**src/shared/sccl_pkg.sv**
```systemverilog
// Shared constants and types for the serdes channel configuration latches
package sccl_pkg;

    localparam int NUM_CHANNELS = 4;
    localparam int CHAN_W       = 2;
    localparam int DATA_W       = 8;
    localparam int CTRL_W       = 2;
    localparam int OFFSET_W     = 4;
    localparam int MULT_W       = 5;

    // Latch selector carried with a configuration write
    typedef enum logic [2:0] {
        SCCL_LATCH_TX_CLOCK_SOURCE = 3'h0,
        SCCL_LATCH_TX_PLL_RATE     = 3'h1,
        SCCL_LATCH_REFRAME         = 3'h2,
        SCCL_LATCH_RX_POWER        = 3'h3,
        SCCL_LATCH_RX_SELFTEST_N   = 3'h4,
        SCCL_LATCH_TX_SELFTEST_N   = 3'h5
    } sccl_latch_t;

    // Initialization values
    localparam logic INIT_TX_CLOCK_SOURCE = 1'h1;
    localparam logic INIT_TX_PLL_RATE     = 1'h0;
    localparam logic INIT_REFRAME         = 1'h1;
    localparam logic INIT_RX_POWER        = 1'h0;
    localparam logic INIT_RX_SELFTEST_N   = 1'h1;
    localparam logic INIT_TX_SELFTEST_N   = 1'h1;

    // Clock source and rate encodings
    localparam logic SRC_REFERENCE = 1'h1;
    localparam logic SRC_TX_INPUT  = 1'h0;
    localparam logic RATE_FULL     = 1'h0;
    localparam logic RATE_DOUBLE   = 1'h1;

    // Transmit PLL multipliers
    localparam logic [MULT_W-1:0] MULT_FULL   = 5'h0A;
    localparam logic [MULT_W-1:0] MULT_DOUBLE = 5'h14;

    localparam logic [DATA_W-1:0]   DATA_RESET   = 8'h00;
    localparam logic [CTRL_W-1:0]   CTRL_RESET   = 2'h0;
    localparam logic [OFFSET_W-1:0] OFFSET_RESET = 4'h0;

endpackage : sccl_pkg

```
**src/core/sccl_latches.sv**
```systemverilog
// Per-channel configuration latches and the transmit input capture they steer
// Overview of operation
// Clock-source latch resets to 1; inputs captured on reference rising edge, phase buffer bypassed.
// Clock-source latch at 0 captures inputs on the channel transmit input clock rising edge.
// Rate latch resets to 0; at 0 the transmit PLL multiplies by 10.
// Rate latch at 0 gives a full-rate transmit clock output following the reference.
// Rate latch at 1 multiplies by 20 and doubles the transmit clock output frequency; here tx_clock_output still follows the reference at full rate.
// Both latches at 1 capture transmit data on both reference clock edges.
// Host must never set the rate latch while speed select is low.
// Reframe latch resets to 1; framer aligns with selected mode and character.
// Reframe latch at 0 disables the framer and freezes the frame offset.
// Receive power latch resets to 0, powering down; writing 1 powers up.
// Receive self-test latch is active low, resets to 1; writing 0 enables.
// Transmit self-test latch is active low, resets to 1; writing 0 enables.
// Each of the four channels holds its own independent copy of every latch.
// Device reset loads every latch with its initialization value.
`timescale 1ns/1ps
module sccl_latches (
    // Clock and reset
    input  wire logic                                clock,
    input  wire logic                                srst,
    // Configuration write port
    input  wire logic                                cfg_write,
    input  wire logic [sccl_pkg::CHAN_W-1:0]         cfg_channel,
    input  wire sccl_pkg::sccl_latch_t               cfg_latch,
    input  wire logic                                cfg_value,
    // Per-channel clocks and speed select sampled as levels
    input  wire logic [sccl_pkg::NUM_CHANNELS-1:0]   channel_reference_clock,
    input  wire logic [sccl_pkg::NUM_CHANNELS-1:0]   tx_input_clock,
    input  wire logic [sccl_pkg::NUM_CHANNELS-1:0]   speed_range_select,
    // Per-channel transmit inputs
    input  wire logic [sccl_pkg::DATA_W-1:0]         tx_parallel_data    [sccl_pkg::NUM_CHANNELS],
    input  wire logic [sccl_pkg::CTRL_W-1:0]         tx_parallel_control [sccl_pkg::NUM_CHANNELS],
    // Framer alignment requests
    input  wire logic [sccl_pkg::NUM_CHANNELS-1:0]   frame_align_request,
    input  wire logic [sccl_pkg::OFFSET_W-1:0]       frame_align_offset  [sccl_pkg::NUM_CHANNELS],
    // Latch values
    output logic [sccl_pkg::NUM_CHANNELS-1:0]        tx_clock_source_sel,
    output logic [sccl_pkg::NUM_CHANNELS-1:0]        tx_pll_rate_sel,
    output logic [sccl_pkg::NUM_CHANNELS-1:0]        reframe_enable,
    output logic [sccl_pkg::NUM_CHANNELS-1:0]        rx_channel_power_enable,
    output logic [sccl_pkg::NUM_CHANNELS-1:0]        rx_selftest_disable_n,
    output logic [sccl_pkg::NUM_CHANNELS-1:0]        tx_selftest_disable_n,
    // Derived channel controls
    output logic [sccl_pkg::NUM_CHANNELS-1:0]        tx_phase_buffer_bypass,
    output logic [sccl_pkg::NUM_CHANNELS-1:0]        tx_dual_edge_capture,
    output logic [sccl_pkg::MULT_W-1:0]              tx_pll_multiplier   [sccl_pkg::NUM_CHANNELS],
    output logic [sccl_pkg::NUM_CHANNELS-1:0]        tx_clock_output_double,
    output logic [sccl_pkg::NUM_CHANNELS-1:0]        tx_clock_output,
    output logic [sccl_pkg::NUM_CHANNELS-1:0]        config_reserved_combo,
    // Captured transmit input register
    output logic [sccl_pkg::DATA_W-1:0]              tx_input_data       [sccl_pkg::NUM_CHANNELS],
    output logic [sccl_pkg::CTRL_W-1:0]              tx_input_control    [sccl_pkg::NUM_CHANNELS],
    output logic [sccl_pkg::NUM_CHANNELS-1:0]        tx_input_valid,
    // Framer state
    output logic [sccl_pkg::OFFSET_W-1:0]            frame_offset        [sccl_pkg::NUM_CHANNELS]
);

    // Write strobe for one latch of one channel
    function automatic logic hit(input logic wr, input logic [sccl_pkg::CHAN_W-1:0] ch,
                                 input sccl_pkg::sccl_latch_t sel, input int unsigned idx,
                                 input sccl_pkg::sccl_latch_t want);
        hit = wr && (ch == idx[sccl_pkg::CHAN_W-1:0]) && (sel == want);
    endfunction : hit

    // Rate latch selects the doubled transmit clock
    function automatic logic is_double(input logic rate);
        is_double = (rate == sccl_pkg::RATE_DOUBLE);
    endfunction : is_double

    // Clock-source latch selects the reference clock
    function automatic logic is_ref_source(input logic src);
        is_ref_source = (src == sccl_pkg::SRC_REFERENCE);
    endfunction : is_ref_source

    genvar g;
    generate
        for (g = 0; g < sccl_pkg::NUM_CHANNELS; g++) begin : g_chan
            logic ref_prev;
            logic txin_prev;
            logic ref_rise;
            logic ref_fall;
            logic txin_rise;
            logic capture;

            // Clock-source latch of this channel
            always_ff @(posedge clock) begin
                if (srst) begin
                    tx_clock_source_sel[g] <= sccl_pkg::INIT_TX_CLOCK_SOURCE;
                end else begin
                    if (hit(cfg_write, cfg_channel, cfg_latch, g, sccl_pkg::SCCL_LATCH_TX_CLOCK_SOURCE)) begin
                        tx_clock_source_sel[g] <= cfg_value;
                    end
                end
            end

            // Transmit rate latch of this channel
            always_ff @(posedge clock) begin
                if (srst) begin
                    tx_pll_rate_sel[g] <= sccl_pkg::INIT_TX_PLL_RATE;
                end else begin
                    if (hit(cfg_write, cfg_channel, cfg_latch, g, sccl_pkg::SCCL_LATCH_TX_PLL_RATE)) begin
                        tx_pll_rate_sel[g] <= cfg_value;
                    end
                end
            end

            // Reframe latch of this channel
            always_ff @(posedge clock) begin
                if (srst) begin
                    reframe_enable[g] <= sccl_pkg::INIT_REFRAME;
                end else begin
                    if (hit(cfg_write, cfg_channel, cfg_latch, g, sccl_pkg::SCCL_LATCH_REFRAME)) begin
                        reframe_enable[g] <= cfg_value;
                    end
                end
            end

            // Receive power latch of this channel
            always_ff @(posedge clock) begin
                if (srst) begin
                    rx_channel_power_enable[g] <= sccl_pkg::INIT_RX_POWER;
                end else begin
                    if (hit(cfg_write, cfg_channel, cfg_latch, g, sccl_pkg::SCCL_LATCH_RX_POWER)) begin
                        rx_channel_power_enable[g] <= cfg_value;
                    end
                end
            end

            // Receive self-test latch of this channel
            always_ff @(posedge clock) begin
                if (srst) begin
                    rx_selftest_disable_n[g] <= sccl_pkg::INIT_RX_SELFTEST_N;
                end else begin
                    if (hit(cfg_write, cfg_channel, cfg_latch, g, sccl_pkg::SCCL_LATCH_RX_SELFTEST_N)) begin
                        rx_selftest_disable_n[g] <= cfg_value;
                    end
                end
            end

            // Transmit self-test latch of this channel
            always_ff @(posedge clock) begin
                if (srst) begin
                    tx_selftest_disable_n[g] <= sccl_pkg::INIT_TX_SELFTEST_N;
                end else begin
                    if (hit(cfg_write, cfg_channel, cfg_latch, g, sccl_pkg::SCCL_LATCH_TX_SELFTEST_N)) begin
                        tx_selftest_disable_n[g] <= cfg_value;
                    end
                end
            end

            // Edge detection on sampled clocks
            always_ff @(posedge clock) begin
                if (srst) begin
                    // Track levels through reset so release shows no false edge
                    ref_prev  <= channel_reference_clock[g];
                    txin_prev <= tx_input_clock[g];
                end else begin
                    ref_prev  <= channel_reference_clock[g];
                    txin_prev <= tx_input_clock[g];
                end
            end

            assign ref_rise  = channel_reference_clock[g] & ~ref_prev;
            assign ref_fall  = ~channel_reference_clock[g] & ref_prev;
            assign txin_rise = tx_input_clock[g] & ~txin_prev;

            // Capture source selection
            always_comb begin
                if (is_ref_source(tx_clock_source_sel[g])) begin
                    capture = ref_rise;
                    if (is_double(tx_pll_rate_sel[g])) begin
                        capture = ref_rise | ref_fall;
                    end
                end else begin
                    capture = txin_rise;
                end
            end

            // Transmit input register
            always_ff @(posedge clock) begin
                if (srst) begin
                    tx_input_data[g]    <= sccl_pkg::DATA_RESET;
                    tx_input_control[g] <= sccl_pkg::CTRL_RESET;
                    tx_input_valid[g]   <= 1'h0;
                end else begin
                    tx_input_valid[g] <= capture;
                    if (capture) begin
                        tx_input_data[g]    <= tx_parallel_data[g];
                        tx_input_control[g] <= tx_parallel_control[g];
                    end
                end
            end

            // Transmit clock output follows the reference in full-rate mode
            always_ff @(posedge clock) begin
                if (srst) begin
                    tx_clock_output[g] <= 1'h0;
                end else begin
                    tx_clock_output[g] <= channel_reference_clock[g];
                end
            end

            // Derived PLL and buffer controls
            always_ff @(posedge clock) begin
                if (srst) begin
                    tx_phase_buffer_bypass[g] <= sccl_pkg::INIT_TX_CLOCK_SOURCE;
                    tx_dual_edge_capture[g]   <= 1'h0;
                    tx_pll_multiplier[g]      <= sccl_pkg::MULT_FULL;
                    tx_clock_output_double[g] <= 1'h0;
                    config_reserved_combo[g]  <= 1'h0;
                end else begin
                    tx_phase_buffer_bypass[g] <= is_ref_source(tx_clock_source_sel[g]);
                    tx_dual_edge_capture[g]   <= is_ref_source(tx_clock_source_sel[g])
                                                 && is_double(tx_pll_rate_sel[g]);
                    tx_pll_multiplier[g]      <= is_double(tx_pll_rate_sel[g])
                                                 ? sccl_pkg::MULT_DOUBLE : sccl_pkg::MULT_FULL;
                    tx_clock_output_double[g] <= is_double(tx_pll_rate_sel[g]);
                    config_reserved_combo[g]  <= tx_pll_rate_sel[g] & ~speed_range_select[g];
                end
            end

            // Framer offset, frozen while reframing is disabled
            always_ff @(posedge clock) begin
                if (srst) begin
                    frame_offset[g] <= sccl_pkg::OFFSET_RESET;
                end else if (reframe_enable[g] && frame_align_request[g]) begin
                    frame_offset[g] <= frame_align_offset[g];
                end
            end
        end
    endgenerate

endmodule : sccl_latches

```
**config.mk**
```make
export PLATFORM = sky130hd
export DESIGN_NAME = sccl_latches
export DESIGN_NICKNAME = d
export VERILOG_FILES = /design/src/shared/sccl_pkg.sv /design/src/core/sccl_latches.sv
export SDC_FILE = /design/constraint.sdc
export NUM_CORES = 1
export LEC_CHECK = 0
export BUFFER_PORTS_ARGS = -buffer_cell sky130_fd_sc_hd__buf_2
export CAP_MARGIN = 10
export CORE_MARGIN = 3
export CORE_UTILIZATION = 40
export CTS_CLUSTER_SIZE = 28
export DETAILED_ROUTE_END_ITERATION = 6
export PLACE_DENSITY = 0.66
export SLEW_MARGIN = 20
export SYNTH_ARGS = -nofsm -noshare
export SYNTH_HDL_FRONTEND = slang
export SYNTH_SLANG_ARGS = --single-unit
```
**constraint.sdc**
```tcl
create_clock -name clock -period 1.9 [get_ports clock]
set_input_delay 0 -clock clock [delete_from_list [all_inputs] [get_ports clock]]
set_output_delay 0 -clock clock [all_outputs]
set_load 0.01 [all_outputs]
```
# ---- After elaboration in Yosys (flattened, before gate mapping)
# Cells that the tools add are included.
dict set report totals {
  inputBits 81
  output_inout_bits 124
  word_cells 166
  reg_bits 132
}
dict set report classes {
  reduce_logical 38
  n_eq_ne 8
  mux 12
  n_bitwise 36
}
# op count
set ops {}
lappend ops {{logical AND 1 bit} 36}
lappend ops {{two-way mux 5 bit} 4}
lappend ops {{bitwise AND 1 bit} 16}
lappend ops {{NOT 1 bit} 16}
lappend ops {{two-way mux 1 bit} 8}
lappend ops {{== test 3 x 2 -> 1 bit, second input constant} 2}
lappend ops {{== test 3 bit, second input constant} 2}
lappend ops {{== test 2 bit, second input constant} 2}
lappend ops {{bitwise OR 1 bit} 4}
lappend ops {{== test 3 x 1 -> 1 bit, second input constant} 1}
lappend ops {{logical NOT 3 bit} 1}
lappend ops {{== test 2 x 1 -> 1 bit, second input constant} 1}
lappend ops {{logical NOT 2 bit} 1}

# ---- Longest topological paths before layout
dict set report logic_depth {
  ltp_word 5
  depth_mapped 6
  mapped_depth_nobuf 5
}

# ---- Least setup slack after synthesis
# Ideal clock, no wire load.
dict set report synth_path {
  path_type {reg2reg}
  from {register g_chan[2].ref_prev}
  to {register tx_input_control[2] (netlist bit)}
  setup_slack_ps 535
  path_buffers 1
  period_less_slack_ps 1365
  setup_ps 60
  arrival_ps 1305
  required_ps 1840
  path_stages_with_launch 7
  cell_sequence {dfxtp_1 > inv_1 > ha_1 > and2_1 > o32ai_4 > buf_6 > a22o_1}
}
dict set report synth_between {
  elab_chain_cells 5
  word_cells_on_any_way 6
  cone_classes {mux (2); bitwise (4)}
}
# element line
set synth_rtl {}
lappend synth_rtl {{from (decl)} sccl_latches.sv:79} ;# logic ref_prev;
lappend synth_rtl {{from (signal assigned)} sccl_latches.sv:156} ;# ref_prev <= channel_reference_clock[g];
lappend synth_rtl {{from (signal assigned)} sccl_latches.sv:159} ;# ref_prev <= channel_reference_clock[g];
lappend synth_rtl {{NOT 1 bit} sccl_latches.sv:164} ;# assign ref_rise = channel_reference_clock[g] & ~ref_prev;
lappend synth_rtl {{bitwise AND 1 bit} sccl_latches.sv:164}
lappend synth_rtl {{bitwise OR 1 bit} sccl_latches.sv:173} ;# capture = ref_rise | ref_fall;
lappend synth_rtl {{two-way mux 1 bit (*)} sccl_latches.sv:172} ;# if (is_double(tx_pll_rate_sel[g])) begin
lappend synth_rtl {{two-way mux 1 bit (*)} sccl_latches.sv:170} ;# if (is_ref_source(tx_clock_source_sel[g])) begin
lappend synth_rtl {{to (signal, indexed assignment)} sccl_latches.sv:184} ;# tx_input_control[g] <= sccl_pkg::CTRL_RESET;
lappend synth_rtl {{to (signal, indexed assignment)} sccl_latches.sv:190} ;# tx_input_control[g] <= tx_parallel_control[g];
lappend synth_rtl {{to (decl)} sccl_latches.sv:53} ;# output logic [sccl_pkg::CTRL_W-1:0] tx_input_control [sccl_pkg::NUM_CHANNELS],
# Every way passes the cells marked *; elsewhere a longest branch is shown, timed or not.
# A chain may end at the register's enable or synchronous reset.

# ---- Final worst setup path
dict set report layout_path {
  from {register reframe_enable[1] (netlist bit)}
  to {register frame_offset[10] (netlist bit)}
}
dict set report layout_between {
  elab_chain_cells 1
}
# element line
set layout_rtl {}
lappend layout_rtl {{from (decl)} sccl_latches.sv:40} ;# output logic [sccl_pkg::NUM_CHANNELS-1:0] reframe_enable,
lappend layout_rtl {{from (signal, indexed assignment)} sccl_latches.sv:111} ;# reframe_enable[g] <= sccl_pkg::INIT_REFRAME;
lappend layout_rtl {{from (signal, indexed assignment)} sccl_latches.sv:114} ;# reframe_enable[g] <= cfg_value;
lappend layout_rtl {{logical AND 1 bit} sccl_latches.sv:227} ;# end else if (reframe_enable[g] && frame_align_request[g]) begin
lappend layout_rtl {{to (signal, indexed assignment)} sccl_latches.sv:226} ;# frame_offset[g] <= sccl_pkg::OFFSET_RESET;
lappend layout_rtl {{to (signal, indexed assignment)} sccl_latches.sv:228} ;# frame_offset[g] <= frame_align_offset[g];
lappend layout_rtl {{to (decl)} sccl_latches.sv:56} ;# output logic [sccl_pkg::OFFSET_W-1:0] frame_offset [sccl_pkg::NUM_CHANNELS]
# Every way passes these cells.

==> results.cfg <==
[worst_setup_path]
r2r_setup_slack_ns = 0.08
crit_path_top_delay_cell = dlygate4sd3_1
reg2regPathDepth = 4
endpoint_kind = flip-flop
slowest_delay_ns = 0.57
cp.arrival_ns = 2.16
crit_chain = nand3_1 -> dlygate4sd3_1 -> a21oi_1 -> dlygate4sd3_1
crit_required_ns = 2.25
crit_fanout = 7
crit_top_cell = dlygate4sd3_1
startpoint_type = flip-flop
r2r-start = reframe_enable[1]$_SDFFE_PP1P_
critPathKind = flip-flop to flip-flop
reg2reg_to = frame_offset[10]$_SDFFE_PP0P_

[cts]
insertion_delay_ns = 0.41
clock_sinks = 116
cts-htree-levels = 4
clk_path_buf_depth = 2
cts_setup_buffers = 0
numCtsBuffers = 17
clk_pin_slew_ns = 0.05
cts_tree = built
clockRootBuffer = clkbuf_16

[worst_hold_path]
hold_path_class = input pin to flip-flop
min_to = tx_clock_output[1]$_SDFF_PP0_
hold_start = srst
whs_path_depth = 2

[synth]
synth_cell_types = 35
synth.avg_cell_area_um2 = 9.22
synth.ff_latch_count = 116
yosys_warnings = 0
netlist_area_mm2 = 0.00480
ys_seq_area_share_pct = 48.3
synth_area_leader_cell = dfxtp_1
netlist.area_leader.share_pct = 48.3
synth_cells = 521
netlist_top_cells_area = dfxtp_1 (48%), nand4_1 (7.8%), nand3_1 (4.8%), nand2_1 (4.8%), o211ai_1 (4.7%)

[final_layout]
mostFrequentLayoutCells = buf_2 (200), dfxtp_1 (112), dlygate4sd3_1 (103)
diodes = 0
nets = 891
postLayoutCellArea_mm2 = 0.00744
fill_cells = 939
drive_gt1_share_pct = 31.1
layout_commonest_cell = buf_2
area_growth_syn_to_layout_pct = 54.9

[run_status]
outcome = completed

[routing]
ant_nets = 0
wl_per_cell_um = 15.6
vias_per_cell = 5.29
first_pass_iters = 5
drt_iter0_drc = 484
vias = 5088
drt_wl_total_um = 15000
drcViolationCount = 0

[power_and_ir_drop]
p_clk_share_pct = 50.3
peakVddDrop_mv = 0.555
power_frac_seq_pct = 39.5
power.internal_w = 0.00508
netSwitchingFraction_pct = 22.2
p_leak_nw = 3.39
pwr_density_cell_mw_per_mm2 = 879
p_comb_share_pct = 10.2
p_switching_w = 0.00145

[timing]
worst_pin_slew_ns = 0.814
max-slew-margin-rel_pct = 45.6
fin_crit_ns = 1.82
rsz0062_at_grt = no
final_max_slew_viol_count = 0
setup-tns-final_ns = 0
whs_ns = 0.0214
finalCritPeriodShare_pct = 95.5
max_freq_mhz = 551
finClkSkew_ns = 0.00393
finalHoldViolCount = 0
setup_viol_count_final = 0

[placement]
place_area_mm2 = 0.00580
place_hpwl_um = 9410
globalplace.congestion = 0.812
port_buffers = 200

[floorplan]
initial_core_util_pct = 41.5
core_mm2 = 0.0116
rows = 39
num_io_pins = 205
fp.dieW_um = 116
die_h_um = 116
dieArea_mm2 = 0.0134

[job]
drv_cap = 0

[grt]
grt_max_degree = 28
grt_antenna_before_repair = 0
track_usage_pct = 22.1
grt_pass1_vias = 4922
grt_overflow = 0
grt_pass1_wl_um = 23400
flip-flops by register name (all words and copies together), names as in the netlist:
name and flops:
tx_selftest_disable_n 4, tx_phase_buffer_bypass 4, tx_pll_rate_sel 4, g_chan.ref_prev 4, rx_selftest_disable_n 4, tx_dual_edge_capture 4
reframe_enable 4, tx_clock_source_sel 4, tx_input_data 32, tx_input_control 8, rx_channel_power_enable 4, g_chan.txin_prev 4
tx_input_valid 4, config_reserved_combo 4, frame_offset 16, tx_clock_output 4, tx_pll_multiplier 8
through the flow:
stage                     total power [W]  util (%)  instances  worst slack, ns
after floorplan                   0.00289         -        524            0.535
after global placement            0.00310      50.1        827            0.384
after detailed placement          0.00312      50.1        827            0.285
after CTS                         0.00659      64.3        962           0.0834
after global routing              0.00678      64.3        962           0.0123
final                             0.00654      64.3        962           0.0846
Yosys cell counts:
cell type  count
dfxtp_1      116
nand2_1       61
nand4_1       60
nand3_1       46
o211ai_1      30
nand2b_1      19
a21oi_1       17
buf_4         17
clkbuf_1      17
nor2b_1       17
mux2i_1       15
nor2_1        13
inv_1         11
a22o_1        10
a31oi_1        9
buf_2          9
a211oi_1       8
buf_1          7
o21ai_0        6
and2_1         5
ha_1           4
and3b_1        3
buf_6          3
nor3b_2        3
nor4b_4        3
and2b_1        2
o32ai_4        2
and3_1         1
conb_1         1
nand2b_2       1
nand3b_1       1
nand4b_1       1
nor3_1         1
nor3b_1        1
or2_1          1
power groups by stage:
stage | Sequential (W) | Combinational (W) | Clock, W
after floorplan | 0.00266 | 0.000229 | 0
after global placement | 0.00262 | 0.000481 | 0
after detailed placement | 0.00262 | 0.000494 | 0
after CTS | 0.00258 | 0.000655 | 0.00336
after global routing | 0.00259 | 0.000726 | 0.00347
final | 0.00258 | 0.000669 | 0.00329
routing by layer:
layer  track usage (%)  wire [um]
met1              26.4       6230
met4              9.47        353
met5                 0          0
met2              37.5       7410
met3              5.80       1010
timing repair:
action                     CTS  global route
hold endpoints to repair    78             0
gates resized for setup      0             4
setup endpoints to repair    0            14
hold buffers               103             0
worst max path at each step:
stage	start	endpoint	slack [ns]	depth (start not counted)
finish	reframe_enable[1]$_SDFFE_PP1P_	frame_offset[10]$_SDFFE_PP0P_	0.08	4
detailed placement	g_chan[3].ref_prev$_DFF_P_	tx_input_data[3]$_SDFFE_PP0P_	0.29	5
CTS	reframe_enable[0]$_SDFFE_PP1P_	frame_offset[14]$_SDFFE_PP0P_	0.08	4
global route	reframe_enable[1]$_SDFFE_PP1P_	frame_offset[10]$_SDFFE_PP0P_	0.01	4
global placement	g_chan[3].ref_prev$_DFF_P_	tx_input_valid[3]$_SDFF_PP0_	0.38	5
floorplan	g_chan[2].ref_prev$_DFF_P_	tx_input_control[2]$_SDFFE_PP0P_	0.54	6
final cells by class:
| class | count | area, um^2 | share of cell area [%] |
|---|---|---|---|
| Clock inverter | 11 | 158 | 2.12 |
| Inverter | 11 | 41.3 | 0.555 |
| Sequential cell | 116 | 2330 | 31.3 |
| Tap cell | 143 | 179 | 2.40 |
| Timing Repair Buffer | 316 | 2130 | 28.6 |
| Multi-Input combinational cell | 344 | 2150 | 29.0 |
| Clock buffer | 21 | 450 | 6.05 |
critical path: cells and delay by family, from the launching register on:
| family | cells | cell delay (ns) |
|---|---|---|
| compound gates | 1 | 0.14 |
| simple gates | 1 | 0.09 |
| flops | 1 | 0.38 |
| buf+inv | 2 | 1.14 |
kinds of logic (layout without fill, tap and decap cells):
logic type               Yosys count  in the layout  synth area share [%]
other                              1              4                0.0781
adder cells (fa/ha/maj)            4              4                  1.04
AO/OA/AOI/OAI                     82             82                  12.5
buffers and inverters             64            359                  7.03
multiplexers                      15             15                  3.13
flip-flops                       116            116                  48.3
AND/OR/NAND/NOR                  239            239                  27.9
Power figures use the tool's default switching activity.
